File: src/hdl/hmfe_pkg.sv
// Constants shared by the request/response frame engine
package hmfe_pkg;

  // ==========================================================
  // Timing
  localparam int CLK_HZ       = 100_000_000;
  localparam int BAUD_BPS     = 1200;
  localparam int BIT_CYC      = CLK_HZ / BAUD_BPS;
  localparam int RESP_TMO_MS  = 300;
  localparam int RESP_CYC     = RESP_TMO_MS * (CLK_HZ / 1000);
  localparam int GAP_BITS     = 22;
  localparam int GAP_CYC      = GAP_BITS * BIT_CYC;
  localparam int CHAR_BITS    = 11;
  localparam int FIFO_DEPTH   = 4;

  // ==========================================================
  // Frame fields
  localparam logic [7:0] PRE_BYTE   = 8'hFF;
  localparam logic [7:0] PRE_MIN    = 8'h05;
  localparam logic [7:0] PRE_MAX    = 8'h14;
  localparam logic [7:0] DLM_BST_S  = 8'h01;
  localparam logic [7:0] DLM_STX_S  = 8'h02;
  localparam logic [7:0] DLM_ACK_S  = 8'h06;
  localparam logic [7:0] DLM_BST_L  = 8'h81;
  localparam logic [7:0] DLM_STX_L  = 8'h82;
  localparam logic [7:0] DLM_ACK_L  = 8'h86;
  localparam int         DLM_LONG_BIT   = 7;
  localparam int         ADR_MASTER_BIT = 7;
  localparam int         ADR_BURST_BIT  = 6;
  localparam logic [7:0] ADR_LAST_S = 8'h00;
  localparam logic [7:0] ADR_LAST_L = 8'h04;
  localparam logic [39:0] ADR_MASK_S = 40'h00_0000_003F;
  localparam logic [39:0] ADR_MASK_L = 40'hFF_FFFF_FF3F;
  localparam logic [7:0] RC_BYTES   = 8'h02;
  localparam logic [3:0] CHAN_MAX   = 4'h7;

  // ==========================================================
  // Bus state codes (two's complement)
  localparam logic [7:0] BS_IDLE    = 8'h00;
  localparam logic [7:0] BS_QUEUED  = 8'h01;
  localparam logic [7:0] BS_SENT    = 8'h02;
  localparam logic [7:0] BS_WAIT    = 8'h03;
  localparam logic [7:0] BS_RECV    = 8'h04;
  localparam logic [7:0] BS_TMO     = 8'hFF;
  localparam logic [7:0] BS_SHORT   = 8'hFE;
  localparam logic [7:0] BS_DLM     = 8'hFD;
  localparam logic [7:0] BS_MASTER  = 8'hFC;
  localparam logic [7:0] BS_BURST   = 8'hFB;
  localparam logic [7:0] BS_CMD     = 8'hFA;
  localparam logic [7:0] BS_CHK     = 8'hF9;
  localparam logic [7:0] BS_RESP    = 8'hF8;
  localparam logic [7:0] BS_MISM    = 8'h9E;
  localparam logic [7:0] BS_IMPOSS  = 8'h9D;
  localparam logic [7:0] BS_TXFAIL  = 8'h9C;
  localparam logic [7:0] BS_NOMOD   = 8'h9B;
  localparam logic [7:0] BS_OFFL    = 8'h9A;

  // ==========================================================
  // Send and read answer codes
  localparam logic [7:0] RS_OK      = 8'h01;
  localparam logic [7:0] RS_NOMOD   = 8'hFF;
  localparam logic [7:0] RS_CHAN    = 8'hFE;
  localparam logic [7:0] RS_PRE     = 8'hFD;
  localparam logic [7:0] RS_FRAME   = 8'hFC;
  localparam logic [7:0] RS_BUSY    = 8'hFB;
  localparam logic [7:0] RS_OFFL_S  = 8'hFA;
  localparam logic [7:0] RD_INVAL   = 8'hFE;
  localparam logic [7:0] RD_WAIT    = 8'hFD;
  localparam logic [7:0] RD_NOREQ   = 8'hFC;
  localparam logic [7:0] RD_OFFL    = 8'hFB;

endpackage

File: src/hdl/hmfe_fifo.sv
// Small first-in first-out buffer with valid/ready on both sides
`timescale 1ns/100ps
module hmfe_fifo
#(
  parameter int WIDTH = 8,
  parameter int DEPTH = 4
)
(
  input  wire logic             clk,
  input  wire logic             reset,
  input  wire logic             in_valid,
  output logic                  in_ready,
  input  wire logic [WIDTH-1:0] in_data,
  output logic                  out_valid,
  input  wire logic             out_ready,
  output logic      [WIDTH-1:0] out_data
);
  localparam int AW = (DEPTH > 1) ? $clog2(DEPTH) : 1;
  localparam logic [AW:0] FULL_CNT = (AW+1)'(DEPTH);

  logic [WIDTH-1:0] mem [0:DEPTH-1];
  logic [AW-1:0]    wp_r;
  logic [AW-1:0]    rp_r;
  logic [AW:0]      cnt_r;
  logic             push_w;
  logic             pop_w;
  logic [AW:0]      cnt_nxt;

  // ==========================================================
  // Pointer wrap
  function automatic logic [AW-1:0] wrap_inc(input logic [AW-1:0] p);
    wrap_inc = (p == AW'(DEPTH - 1)) ? '0 : p + AW'(1);
  endfunction

  // Handshake decode
  assign cnt_nxt   = cnt_r + (AW+1)'(push_w) - (AW+1)'(pop_w);
  assign out_valid = (cnt_r != '0);
  assign out_data  = mem[rp_r];
  assign push_w    = in_valid && in_ready;
  assign pop_w     = out_valid && out_ready;

  // Storage
  always_ff @(posedge clk)
  begin
    if (push_w)
      mem[wp_r] <= in_data;
  end

  // Pointers and fill level
  always_ff @(posedge clk or posedge reset)
  begin
    if (reset)
    begin
      wp_r  <= '0;
      rp_r  <= '0;
      cnt_r <= '0;
      in_ready <= 1'b0;
    end
    else
    begin
      if (push_w)
        wp_r <= wrap_inc(wp_r);
      if (pop_w)
        rp_r <= wrap_inc(rp_r);
      cnt_r <= cnt_nxt;
      in_ready <= (cnt_nxt != FULL_CNT); // Registered ready
    end
  end
endmodule

File: src/hdl/hmfe_uart.sv
// Character transmitter and receiver, 8 data bits, odd parity
`timescale 1ns/100ps
module hmfe_uart
  import hmfe_pkg::*;
#(
  parameter int BIT_CYCLES = hmfe_pkg::BIT_CYC
)
(
  input  wire logic       clk,
  input  wire logic       reset,
  input  wire logic       tx_start,
  input  wire logic [7:0] tx_byte,
  output logic            tx_busy,
  output logic            tx_line,
  input  wire logic       rx_line,
  output logic            rx_valid,
  output logic      [7:0] rx_byte,
  output logic            rx_err
);
  localparam int CW = $clog2(BIT_CYCLES + 1);
  localparam logic [CW-1:0] BIT_LAST = CW'(BIT_CYCLES - 1);
  localparam logic [CW-1:0] BIT_HALF = CW'(BIT_CYCLES / 2);

  logic [CW-1:0] tcnt_r;
  logic [3:0]    tbit_r;
  logic [10:0]   tsh_r;
  logic [CW-1:0] rcnt_r;
  logic [3:0]    rbit_r;
  logic [9:0]    rsh_r;
  logic          rbusy_r;
  logic          rprev_r;
  logic          tend_w;
  logic          rtick_w;

  // ==========================================================
  // Transmit: start, data LSB first, odd parity, stop
  assign tend_w = (tcnt_r == BIT_LAST);

  always_ff @(posedge clk or posedge reset)
  begin
    if (reset)
    begin
      tx_busy <= 1'b0;
      tx_line <= 1'b1;
      tcnt_r  <= '0;
      tbit_r  <= '0;
      tsh_r   <= '1;
    end
    else if (!tx_busy && tx_start)
    begin
      tx_busy <= 1'b1;
      tsh_r   <= {1'b1, ~^tx_byte, tx_byte, 1'b0};
      tx_line <= 1'b0;
      tcnt_r  <= '0;
      tbit_r  <= '0;
    end
    else if (tx_busy)
    begin
      tcnt_r <= tend_w ? '0 : tcnt_r + CW'(1);
      if (tend_w)
      begin
        tbit_r  <= tbit_r + 4'h1;
        tsh_r   <= {1'b1, tsh_r[10:1]};
        tx_line <= tsh_r[1];
        if (tbit_r == 4'(CHAR_BITS - 1))
        begin
          tx_busy <= 1'b0;
          tx_line <= 1'b1;
        end
      end
    end
  end

  // ==========================================================
  // Receive: mid-bit sampling after start edge
  assign rtick_w = rbusy_r &&
                   (rcnt_r == ((rbit_r == 4'h0) ? BIT_HALF : BIT_LAST));

  always_ff @(posedge clk or posedge reset)
  begin
    if (reset)
    begin
      rprev_r  <= 1'b1;
      rbusy_r  <= 1'b0;
      rcnt_r   <= '0;
      rbit_r   <= '0;
      rsh_r    <= '0;
      rx_valid <= 1'b0;
      rx_byte  <= '0;
      rx_err   <= 1'b0;
    end
    else
    begin
      rprev_r  <= rx_line;
      rx_valid <= 1'b0;
      if (!rbusy_r)
      begin
        rcnt_r <= '0;
        rbit_r <= '0;
        if (rprev_r && !rx_line)
          rbusy_r <= 1'b1;
      end
      else if (rtick_w)
      begin
        rcnt_r <= '0;
        rbit_r <= rbit_r + 4'h1;
        if (rbit_r == 4'h0 && rx_line)
          rbusy_r <= 1'b0; // False start
        else if (rbit_r != 4'h0)
          rsh_r <= {rx_line, rsh_r[9:1]};
        if (rbit_r == 4'(CHAR_BITS - 1))
        begin
          rbusy_r  <= 1'b0;
          rx_valid <= 1'b1;
          rx_byte  <= rsh_r[8:1]; // Parity sits above the data
          rx_err   <= !rx_line || !(^rsh_r[9:1]);
        end
      end
      else
        rcnt_r <= rcnt_r + CW'(1);
    end
  end
endmodule

File: src/hdl/hmfe_engine.sv
// Master frame engine: builds requests, checks responses
`timescale 1ns/100ps
module hmfe_engine
  import hmfe_pkg::*;
#(
  parameter int BIT_CYCLES  = hmfe_pkg::BIT_CYC,
  parameter int RESP_CYCLES = hmfe_pkg::RESP_CYC,
  parameter int GAP_CYCLES  = hmfe_pkg::GAP_CYC
)
(
  input  wire logic        clk,
  input  wire logic        reset,
  input  wire logic        module_present,
  input  wire logic        module_online,
  input  wire logic        line_fault,
  input  wire logic        send_req,
  input  wire logic [3:0]  loop_channel_index,
  input  wire logic [7:0]  preamble_count,
  input  wire logic [7:0]  frame_delimiter,
  input  wire logic [39:0] frame_address_bytes,
  input  wire logic [7:0]  frame_command,
  input  wire logic [7:0]  payload_length,
  input  wire logic        pay_valid,
  output logic             pay_ready,
  input  wire logic [7:0]  pay_data,
  output logic             send_done,
  output logic      [7:0]  send_status,
  input  wire logic        read_req,
  output logic             read_done,
  output logic      [7:0]  read_status,
  output logic      [7:0]  bus_state,
  output logic      [7:0]  resp_preamble_count,
  output logic      [7:0]  resp_delimiter,
  output logic      [39:0] resp_address_bytes,
  output logic      [7:0]  resp_command,
  output logic      [15:0] resp_code,
  output logic      [7:0]  resp_payload_length,
  output logic             rd_valid,
  output logic      [7:0]  rd_byte,
  output logic      [2:0]  chan_sel,
  output logic             tx_enable,
  output logic             tx_line,
  input  wire logic        rx_line
);
  typedef enum logic [4:0] {
    S_IDLE, S_PRE, S_DLM, S_ADDR, S_CMD, S_CNT, S_DATA, S_CHK,
    S_FLUSH, S_WAIT, S_RPRE, S_RADDR, S_RCMD, S_RCNT, S_RBODY, S_RCHK
  } hmfe_state_type;

  hmfe_state_type st_r;
  logic [7:0]  pre_r, dlm_r, cmd_r, len_r, idx_r, chk_r, txb_r;
  logic [39:0] addr_r;
  logic        tx_go_r;
  logic [31:0] tmr_r;
  logic [7:0]  rpre_r, rdlm_r, rcmd_r, rcnt_r, rchk_r;
  logic [39:0] raddr_r;
  logic [15:0] rc_r;
  logic        rerr_r;
  logic [7:0]  rd_idx_r, rd_left_r;
  logic [7:0]  mem [0:255];

  logic        tx_busy_w, rx_valid_w, rx_err_w;
  logic [7:0]  rx_byte_w, txb_w, alast_w, send_code_w, read_code_w;
  logic [7:0]  eval_w, nbus_w;
  logic        fifo_vld_w, fire_w, pop_w, long_w, tx_st_w, rx_st_w;
  logic        dlm_ok_w, gap_w, mem_we_w, busy_w, rd_go_w, accept_w;
  logic [39:0] amask_w;
  logic [7:0]  txb_w_fifo;

  // ==========================================================
  // Address byte i of a 40-bit field, byte 0 sent first
  function automatic logic [7:0] abyte(input logic [39:0] a,
                                       input logic [7:0]  i);
    abyte = a[{i[2:0], 3'b000} +: 8];
  endfunction

  // ==========================================================
  // Payload buffer and character port
  hmfe_fifo #(.WIDTH(8), .DEPTH(FIFO_DEPTH)) u_fifo (
    .clk       (clk),
    .reset     (reset),
    .in_valid  (pay_valid),
    .in_ready  (pay_ready),
    .in_data   (pay_data),
    .out_valid (fifo_vld_w),
    .out_ready (pop_w),
    .out_data  (txb_w_fifo)
  );

  hmfe_uart #(.BIT_CYCLES(BIT_CYCLES)) u_uart (
    .clk      (clk),
    .reset    (reset),
    .tx_start (tx_go_r),
    .tx_byte  (txb_r),
    .tx_busy  (tx_busy_w),
    .tx_line  (tx_line),
    .rx_line  (rx_line),
    .rx_valid (rx_valid_w),
    .rx_byte  (rx_byte_w),
    .rx_err   (rx_err_w)
  );

  // ==========================================================
  // Host request checks
  assign busy_w   = (st_r != S_IDLE);
  assign accept_w = send_req && (send_code_w == RS_OK);
  assign send_code_w =
    !module_present                            ? RS_NOMOD  :
    (loop_channel_index > CHAN_MAX)            ? RS_CHAN   :
    (preamble_count < PRE_MIN ||
     preamble_count > PRE_MAX)                 ? RS_PRE    :
    ((frame_delimiter != DLM_STX_S &&
      frame_delimiter != DLM_STX_L) ||
     frame_address_bytes[ADR_BURST_BIT])       ? RS_FRAME  :
    busy_w                                     ? RS_BUSY   :
    !module_online                             ? RS_OFFL_S : RS_OK;
  assign read_code_w =
    !module_present       ? RS_NOMOD :
    !module_online        ? RD_OFFL  :
    busy_w                ? RD_WAIT  :
    (bus_state == BS_RECV) ? RS_OK   :
    bus_state[7]          ? RD_INVAL : RD_NOREQ;
  assign rd_go_w = read_req && !busy_w && (bus_state == BS_RECV);

  // ==========================================================
  // Transmit byte selection
  assign long_w  = dlm_r[DLM_LONG_BIT];
  assign alast_w = long_w ? ADR_LAST_L : ADR_LAST_S;
  assign amask_w = long_w ? ADR_MASK_L : ADR_MASK_S;
  assign tx_st_w = (st_r >= S_PRE) && (st_r <= S_CHK);
  assign rx_st_w = (st_r >= S_RADDR) && (st_r <= S_RCHK);
  assign fire_w  = tx_st_w && !tx_busy_w && !tx_go_r &&
                   (st_r != S_DATA || fifo_vld_w);
  assign pop_w   = fire_w && (st_r == S_DATA);
  assign txb_w   = (st_r == S_PRE)  ? PRE_BYTE          :
                   (st_r == S_DLM)  ? dlm_r             :
                   (st_r == S_ADDR) ? abyte(addr_r, idx_r) :
                   (st_r == S_CMD)  ? cmd_r             :
                   (st_r == S_CNT)  ? len_r             :
                   (st_r == S_DATA) ? txb_w_fifo        : chk_r;

  // ==========================================================
  // Response evaluation at the check byte
  assign dlm_ok_w = rx_byte_w == (long_w ? DLM_ACK_L : DLM_ACK_S);
  assign gap_w    = (tmr_r >= 32'(GAP_CYCLES));
  assign eval_w   =
    rerr_r                                          ? BS_RESP   :
    (raddr_r[ADR_MASTER_BIT] != addr_r[ADR_MASTER_BIT]) ? BS_MASTER :
    raddr_r[ADR_BURST_BIT]                          ? BS_BURST  :
    (rcmd_r != cmd_r)                               ? BS_CMD    :
    ((rchk_r ^ rx_byte_w) != 8'h00)                 ? BS_CHK    :
    ((raddr_r & amask_w) != (addr_r & amask_w))     ? BS_MISM   :
    BS_RECV;
  assign nbus_w   = !module_present ? BS_NOMOD :
                    !module_online  ? BS_OFFL  : BS_IDLE;
  assign mem_we_w = (st_r == S_RBODY) && rx_valid_w && (idx_r >= RC_BYTES);

  // Response data store, data bytes only
  always_ff @(posedge clk)
  begin
    if (mem_we_w)
      mem[idx_r - RC_BYTES] <= rx_byte_w;
  end

  // ==========================================================
  // Transaction sequencer
  always_ff @(posedge clk or posedge reset)
  begin
    if (reset)
    begin
      st_r <= S_IDLE;
      bus_state <= BS_IDLE;
      {pre_r, dlm_r, cmd_r, len_r, idx_r, chk_r, txb_r} <= '0;
      addr_r <= '0;
      chan_sel <= '0;
      tx_go_r <= 1'b0;
      tx_enable <= 1'b0;
      tmr_r <= '0;
      {rpre_r, rdlm_r, rcmd_r, rcnt_r, rchk_r} <= '0;
      raddr_r <= '0;
      rc_r <= '0;
      rerr_r <= 1'b0;
    end
    else
    begin
      tx_go_r <= fire_w;
      tmr_r <= tmr_r + 32'h1;
      if (fire_w)
      begin
        txb_r <= txb_w;
        tmr_r <= '0;
        idx_r <= idx_r + 8'h01;
        if (st_r != S_PRE && st_r != S_CHK)
          chk_r <= chk_r ^ txb_w;
      end
      if (rx_valid_w)
        tmr_r <= '0;
      if (rx_st_w && rx_valid_w && st_r != S_RCHK)
        rchk_r <= rchk_r ^ rx_byte_w;
      if (rx_st_w && rx_valid_w && rx_err_w)
        rerr_r <= 1'b1;
      unique case (st_r)
        S_IDLE:
        begin
          if (bus_state == BS_IDLE || bus_state == BS_NOMOD ||
              bus_state == BS_OFFL || rd_go_w ||
              (read_req && bus_state[7]))
            bus_state <= nbus_w;
          if (accept_w)
          begin
            st_r <= S_PRE;
            bus_state <= BS_QUEUED;
            chan_sel <= loop_channel_index[2:0];
            pre_r <= preamble_count;
            dlm_r <= frame_delimiter;
            addr_r <= frame_address_bytes;
            cmd_r <= frame_command;
            len_r <= payload_length;
            idx_r <= '0;
            chk_r <= '0;
            tx_enable <= 1'b1;
          end
        end
        S_PRE:
          if (fire_w && idx_r == pre_r - 8'h01)
          begin
            st_r <= S_DLM;
            idx_r <= '0;
          end
        S_DLM:
          if (fire_w)
          begin
            st_r <= S_ADDR;
            idx_r <= '0;
          end
        S_ADDR:
          if (fire_w && idx_r == alast_w)
            st_r <= S_CMD;
        S_CMD:
          if (fire_w)
            st_r <= S_CNT;
        S_CNT:
          if (fire_w)
          begin
            st_r <= (len_r == 8'h00) ? S_CHK : S_DATA;
            idx_r <= '0;
          end
        S_DATA:
          if (fire_w && idx_r == len_r - 8'h01)
            st_r <= S_CHK;
          else if (!fire_w && gap_w)
          begin
            st_r <= S_IDLE; // Payload never arrived
            bus_state <= BS_IMPOSS;
            tx_enable <= 1'b0;
          end
        S_CHK:
          if (fire_w)
            st_r <= S_FLUSH;
        S_FLUSH:
          if (!tx_busy_w && !tx_go_r)
          begin
            st_r <= S_WAIT;
            bus_state <= BS_SENT;
            tx_enable <= 1'b0;
            tmr_r <= '0;
            rpre_r <= '0;
            rerr_r <= 1'b0;
          end
        S_WAIT, S_RPRE:
        begin
          if (st_r == S_WAIT)
            bus_state <= BS_WAIT;
          if (rx_valid_w && rx_byte_w == PRE_BYTE)
          begin
            st_r <= S_RPRE;
            rpre_r <= rpre_r + 8'h01;
          end
          else if (rx_valid_w && dlm_ok_w)
          begin
            st_r <= S_RADDR;
            rdlm_r <= rx_byte_w;
            rchk_r <= rx_byte_w;
            idx_r <= '0;
          end
          else if (rx_valid_w)
          begin
            st_r <= S_IDLE;
            bus_state <= BS_DLM;
          end
          else if (st_r == S_WAIT && tmr_r >= 32'(RESP_CYCLES))
          begin
            st_r <= S_IDLE;
            bus_state <= BS_TMO;
          end
          else if (st_r == S_RPRE && gap_w)
          begin
            st_r <= S_IDLE;
            bus_state <= BS_SHORT;
          end
        end
        S_RADDR:
          if (rx_valid_w)
          begin
            raddr_r[{idx_r[2:0], 3'b000} +: 8] <= rx_byte_w;
            idx_r <= idx_r + 8'h01;
            if (idx_r == alast_w)
              st_r <= S_RCMD;
          end
        S_RCMD:
          if (rx_valid_w)
          begin
            rcmd_r <= rx_byte_w;
            st_r <= S_RCNT;
          end
        S_RCNT:
          if (rx_valid_w)
          begin
            rcnt_r <= rx_byte_w;
            idx_r <= '0;
            st_r <= S_RBODY;
            if (rx_byte_w < RC_BYTES)
            begin
              st_r <= S_IDLE;
              bus_state <= BS_SHORT;
            end
          end
        S_RBODY:
          if (rx_valid_w)
          begin
            if (idx_r < RC_BYTES)
              rc_r <= {rc_r[7:0], rx_byte_w};
            idx_r <= idx_r + 8'h01;
            if (idx_r == rcnt_r - 8'h01)
              st_r <= S_RCHK;
          end
        S_RCHK:
          if (rx_valid_w)
          begin
            st_r <= S_IDLE;
            bus_state <= eval_w;
          end
      endcase
      if (rx_st_w && !rx_valid_w && gap_w)
      begin
        st_r <= S_IDLE;
        bus_state <= BS_SHORT;
      end
      if (line_fault && (tx_st_w || st_r == S_FLUSH))
      begin
        st_r <= S_IDLE;
        bus_state <= BS_TXFAIL;
        tx_enable <= 1'b0;
      end
    end
  end

  // ==========================================================
  // Host answers and read-out stream
  always_ff @(posedge clk or posedge reset)
  begin
    if (reset)
    begin
      {send_done, read_done, rd_valid} <= '0;
      {send_status, read_status, rd_byte} <= '0;
      {resp_preamble_count, resp_delimiter, resp_command} <= '0;
      resp_address_bytes <= '0;
      resp_code <= '0;
      resp_payload_length <= '0;
      rd_idx_r <= '0;
      rd_left_r <= '0;
    end
    else
    begin
      send_done <= send_req;
      read_done <= read_req;
      if (send_req)
        send_status <= send_code_w;
      if (read_req)
        read_status <= read_code_w;
      rd_valid <= (rd_left_r != 8'h00);
      rd_byte <= mem[rd_idx_r];
      if (rd_left_r != 8'h00)
      begin
        rd_idx_r <= rd_idx_r + 8'h01;
        rd_left_r <= rd_left_r - 8'h01;
      end
      if (rd_go_w)
      begin
        resp_preamble_count <= rpre_r;
        resp_delimiter <= rdlm_r;
        resp_address_bytes <= raddr_r & (long_w ? '1 : 40'h00_0000_00FF);
        resp_command <= rcmd_r;
        resp_code <= rc_r;
        resp_payload_length <= rcnt_r - RC_BYTES;
        rd_idx_r <= '0;
        rd_left_r <= rcnt_r - RC_BYTES;
      end
    end
  end
endmodule

File: config.mk
export PLATFORM = sky130hd
export DESIGN_NAME = hmfe_engine
export DESIGN_NICKNAME = d
export VERILOG_FILES = /design/src/hdl/hmfe_pkg.sv /design/src/hdl/hmfe_fifo.sv /design/src/hdl/hmfe_uart.sv /design/src/hdl/hmfe_engine.sv
export SDC_FILE = /design/constraint.sdc
export NUM_CORES = 2
export LEC_CHECK = 0
export ABC_AREA = 1
export BUFFER_PORTS_ARGS = -buffer_cell sky130_fd_sc_hd__buf_2
export CAP_MARGIN = 30
export CORE_ASPECT_RATIO = 0.6
export CORE_MARGIN = 3
export CORE_UTILIZATION = 48
export CTS_BUF_LIST = sky130_fd_sc_hd__clkbuf_4 sky130_fd_sc_hd__clkbuf_8 sky130_fd_sc_hd__clkbuf_16
export DETAILED_ROUTE_END_ITERATION = 10
export GPL_TIMING_DRIVEN = 0
export PLACE_DENSITY = 0.66
export SLEW_MARGIN = 5
export SYNTH_ARGS = -nofsm -noshare
export SYNTH_HDL_FRONTEND = slang
export SYNTH_SLANG_ARGS = --single-unit
File: constraint.sdc
create_clock -name clk -period 13.1 [get_ports clk]
set_input_delay 1.31 -clock clk [delete_from_list [all_inputs] [get_ports clk]]
set_output_delay 1.31 -clock clk [all_outputs]
set_load 0.005 [all_outputs]
== After elaboration in Yosys (flattened, before gate mapping) ==
Memories as Yosys holds them, arrays and structs flattened. A register that Yosys moved wholly into a read port is not among the register bits.
Index checks and enable logic that the tools add are counted.
Storage, ports and cells
  memory bits (writable): 2080
  flip-flop bits (word level): 451
  memories: 2
  input bits: 93
Operators by class
  add/sub/neg operators: 19
  magnitude comparators: 12
  bitwise operators: 7
  eq/ne operators: 69
  shift-type cells: 3
  reductions and logical operators: 84
  multiplexer cells: 147
Memories
  mem: depth 256, bits a word 8, read ports 1, clocked after Yosys merged registers in 1, wr ports 1, line hmfe_engine.sv:60  | logic [7:0] mem [0:255];
  u_fifo.mem: depth 4, bits a word 8, read ports 1, clocked after Yosys merged registers in 0, wr ports 1, line hmfe_fifo.sv:21  | logic [WIDTH-1:0] mem [0:DEPTH-1];
Operator list (number)
  $mux 8: 63
  $mux 32: 4
  $and 40x40->40: 3
  $mux 5: 24
  $mux 17: 6
  $pmux 8 s6: 2
  $mux 40: 2
  $pmux 5 s15: 1
  $bwmux 40: 1
  $eq 5x4->1 const B: 8
  $ne 40x40->1: 1
  $shift 8x8->40 const A: 1
  $shiftx 40x7->8: 1
  $shiftx 8x8->40: 1
  $logic_and 1x1->1: 35
  $add 17x1->17 const B: 2
  $mux 11: 3
  $add 32x1->32 const B: 1
  $eq 8x8->1: 4
  $ge 32x21->1 const B: 1
  $ge 32x25->1 const B: 1
  $sub 8x1->8 const B: 4
  $mux 1: 29
  $add 8x1->8 const B: 3
  other kinds (69): 140

== Logic depth before layout (Yosys ltp) ==
  depth in word-level cells: 13
  mapped depth: 18
  depth with buffers taken out: 18

== Cells and area by module ==
A second synthesis with hierarchy kept.
Unflattened totals
  cells, all modules: 9702
  area total of the unflattened synthesis: 106335.7 sq um
By module, submodules not included
  hmfe_engine: area an instance 100535.2 sq um, sequential area each 70632.7 sq um, cells each 9037, instances 1
  hmfe_uart: area an instance 4013.8 sq um, sequential area each 1865.5 sq um, cells each 515, instances 1
  hmfe_fifo: area an instance 1786.7 sq um, sequential area each 1161.1 sq um, cells each 150, instances 1

== Worst setup path before layout ==
Ideal clock, no wire load.
  path kind: register to register
  start point: reg u_uart.rx_byte[4]
  end point: reg rpre_r[5]
  path slack: 7.851 ns
  path buffers: 0
  library setup time: 0.126 ns
  cell stages (with the launch flop): 10
  required time: 12.974 ns
  arrival: 5.123 ns
  path through: dfrtp_1 -> inv_1 -> nor4_1 -> nand3_1 -> nor2_4 -> nor2_2 -> clkinv_2 -> nand2_4 -> nor4_1 -> nor2_1
On the way
  longest elaborated chain between the ends: 4
RTL lines
  from (decl): line hmfe_uart.sv:17  | output logic [7:0] rx_byte,
  from (signal assigned): line hmfe_uart.sv:115  | rx_byte <= rsh_r[8:1];
  $eq 8x8->1: line hmfe_engine.sv:274  | if (rx_valid_w && rx_byte_w == PRE_BYTE)
  $logic_and 1x1->1: line hmfe_engine.sv:274
  $ne 2x2->1 (no line)
  $reduce_and 3->1 (no line)
  to (signal assigned): line hmfe_engine.sv:277  | rpre_r <= rpre_r + 8'h01;
  to (decl): line hmfe_engine.sv:55  | logic [7:0] rpre_r, rdlm_r, rcmd_r, rcnt_r, rchk_r;
Every way passes these cells.
A chain may end at the register's enable or synchronous reset.

== Final worst setup path ==
  start point: reg idx_r[1]
  end point: mem mem[127][3] (enable)
On the way
  longest elaborated chain between the ends: 4
  elaborated cells on any way between the ends: 5
  classes of those cells: 1 x add/sub; 1 x order compare; 2 x mux; 1 x reduce/logical
RTL lines
  from (decl): line hmfe_engine.sv:51  | logic [7:0] pre_r, dlm_r, cmd_r, len_r, idx_r, chk_r, txb_r;
  from (signal assigned): line hmfe_engine.sv:192  | idx_r <= idx_r + 8'h01;
  from (signal assigned): line hmfe_engine.sv:306  | idx_r <= idx_r + 8'h01;
  from (signal assigned): line hmfe_engine.sv:333  | idx_r <= idx_r + 8'h01;
  $ge 8x2->1: line hmfe_engine.sv:156  | assign mem_we_w = (st_r == S_RBODY) && rx_valid_w && (idx_r >= RC_BYTES);
  $logic_and 1x1->1: line hmfe_engine.sv:156
  $mux 1: line hmfe_engine.sv:161  | if (mem_we_w)
  $mux 1 (not written as such): line hmfe_engine.sv:162  | mem[idx_r - RC_BYTES] <= rx_byte_w;
  to (decl): line hmfe_engine.sv:60
Parallel ways exist; a longest one is shown, timed or not.

==> reports/qor.yml <==
status: "completed"
die_width_um: 614
worstSetupEndpointType: "flop"
worst_slew_pin_slew_ns: 1.26
areaGrowthSynthToFinish_pct: 14.7
final_cell_mix: "edfxtp_1 (2080), nand2_1 (1870), nor2_1 (1305)"
required_ns: 13.59
postLayoutCoreUtil: 0.556
place_inst: 12841
postSynthCellCount: 9474
cts_max_level: 4
yosysWarnings: 0
cts_tree: "yes"
numClockSinks: 2527
startpoint_type: "flop"
swShare: 0.449
fmax_mhz: 178
antenna_found_initial: 57
clk_latency_ns: 0.93
wl_per_cell_um: 35.3
crit_fanout: 13
grt_use_total: 0.403
grt_max_degree: 98
setup_slack_ns: 7.47
drc_errors: 0
rsz0062_at_grt: "no"
drive_above_1_share: 0.117
slew_viol_final: 0
hold_path_class: "flop to flop"
cts_made_buffers: 232
cts_hold_buf: 0
drtIter0Drc: 15891
ys_seq_area_frac: 0.692
clockBufferDepth: 4
synth_edf_count: 2080
crit_buf_inv: 4
ys_ff_latch: 2527
worstSetupPathType: "flop to flop"
max-vdd-ir-drop_mv: 0.136
syn_avg_cell_area_um2: 11.2
worst_path_most_repeated_cell: "nor2_1"
hold_violations: 0
seqPwrFrac: 0.333
viasPerCell: 6.30
slew_headroom: 0.157
synthArstFlopShare: 0.177
synthFlopType: "edfxtp_1"
maxCapViolations: 0
post-dp-hpwl_um: 357000
gp_congestion: 1.08
grt_pass1_wl_um: 623000
p_int_mw: 14.7
io_buffers: 221
syn-num-nets: 9602
wl_um: 471000
whs_ns: 0.473
drtAntennaViolNets: 0
crit_path_cell_trace: "inv_1 -> clkbuf_1 -> ha_1 -> nand2_1 -> nor2_1 -> nand3_1 -> xor2_1 -> inv_1 -> nor2_1 -> nand2_1 -> clkbuf_1 -> nor2_1"
fin_skew_ns: 0.0670
place_ws_ns: 7.84
post_cts_resized: 0
p_clk_frac: 0.263
start_util: 0.484
pwr-share-comb: 0.404
setup_violations: 0
io_pins: 222
critPathMaxStageDelay_ns: 0.96
layout_commonest_cell: "edfxtp_1"
grt_pass1_vias: 74960
post-route-period-util: 0.430
stdcell_count: 13344
core_area_um2: 220000
stdcell_area_um2: 122000
post-cts-setup-buffers: 0
chipHeight_um: 371
path_delay_family: "simple AND/OR/NAND/NOR gates"
tns_ns: 0
postPlaceCellArea_um2: 114000
leakage_nw: 42.4
synth_cell_types: 65
cp_slowest_cell: "nor2_1"
fin_total_pwr_mw: 26.7
rows: 133
powerDensity_nw_per_um2: 219
min_period_ns: 5.63
synth_area_um2: 107000
overflow: 0
vias: 84116
cts.clk_slew.worst_paths_ns: 0.07
dr.pass1.iters: 8
critPathArrivalTime_ns: 6.12
final_nets: 10289
cts_root_buffer: "clkbuf_16"
dieArea_um2: 228000
p_sw_mw: 12.0
==> worst reg2reg max path, stage by stage (launching register included) <==
cell and delay, ns:
dfrtp_1 0.67, inv_1 0.22, clkbuf_1 0.78, ha_1 0.33, nand2_1 0.08, nor2_1 0.18, nand3_1 0.12, xor2_1 0.42
inv_1 0.12, nor2_1 0.21, nand2_1 0.56, clkbuf_1 0.59, nor2_1 0.97
==> cell type report <==
type | count | area (um^2)
multi-input combinational | 6033 | 29000
clock buffer | 293 | 6410
tap | 2970 | 3720
inverter | 378 | 1430
antenna | 43 | 108
buffer | 536 | 2450
clock inverter | 111 | 1160
sequential | 2527 | 73700
timing repair buffer | 453 | 4130
fill | 18539 | 97700
==> sequential cells by signal, summed over array words and instances, names as in the netlist, 9 cells and up <==
name	cells
raddr_r	40
resp_address_bytes	40
u_uart.rcnt_r	17
tmr_r	32
mem	2048
u_uart.rsh_r	9
resp_code	16
addr_r	40
u_fifo.mem	32
u_uart.tsh_r	9
rc_r	16
u_uart.tcnt_r	17
==> synthesized netlist by cell type (31+ instances only) <==
cell,number,area [um^2]
edfxtp_1,2080,62500
nand2_1,1870,7020
nor2_1,1333,5000
o21ai_0,981,4910
dfrtp_1,436,10900
nand3_1,421,2110
a21oi_1,371,1860
inv_1,340,1280
clkbuf_1,288,1080
o22ai_1,277,1730
mux2i_1,233,2330
buf_2,168,841
o21ai_1,119,596
xor2_1,66,578
nor3_1,59,295
buf_4,40,300
nand4_1,40,250
ha_1,34,425
xnor2_1,31,272
==> final timing paths <==
path                                       from         endpoint  slack, ns  cells after the start
worst max-delay path                   idx_r[1]      mem[127][3]       7.47                     12
worst min-delay path            resp_command[1]  resp_command[1]       0.47                      2
worst max register to register         idx_r[1]      mem[127][3]       7.47                     12
worst min register to register  resp_command[1]  resp_command[1]       0.47                      2
max in group asynchronous                 reset         rc_r[12]      10.70                      8
min in group asynchronous                 reset   send_status[1]       0.50                      2
==> per-layer routing <==
metal | GRT usage | wire (um) | part of all wire
met2 | 0.465 | 163000 | 0.35
met3 | 0.312 | 105000 | 0.22
met4 | 0.0827 | 11600 | 0.025
met1 | 0.571 | 189000 | 0.40
met5 | 0.0507 | 1670 | 0.0035
==> kinds of logic (layout without fill, tap and decap cells) <==
group	after synthesis	count (layout)	share of synthesized area
AOI/OAI and AO/OA	1816	1816	0.0903
xor gates and xnor gates	97	97	0.00798
adders and majority gates	35	35	0.00418
buffers and inverters	914	1771	0.0364
DFF	2527	2527	0.692
muxes	233	233	0.0219
other	0	43	0
and+or+nand+nor	3852	3852	0.148
==> power by group through the flow <==
| stage | Clock, mW | Sequential, mW | Combinational (mW) |
|---|---|---|---|
| floorplan | 0 | 9.04 | 4.32 |
| CTS | 6.98 | 8.91 | 9.59 |
| global placement | 0 | 9.07 | 9.41 |
| finish | 7.03 | 8.91 | 10.8 |
| global route | 7.31 | 8.93 | 10.7 |
| detailed placement | 0 | 9.08 | 9.56 |
Note: power is estimated with default switching activity, not from simulation.
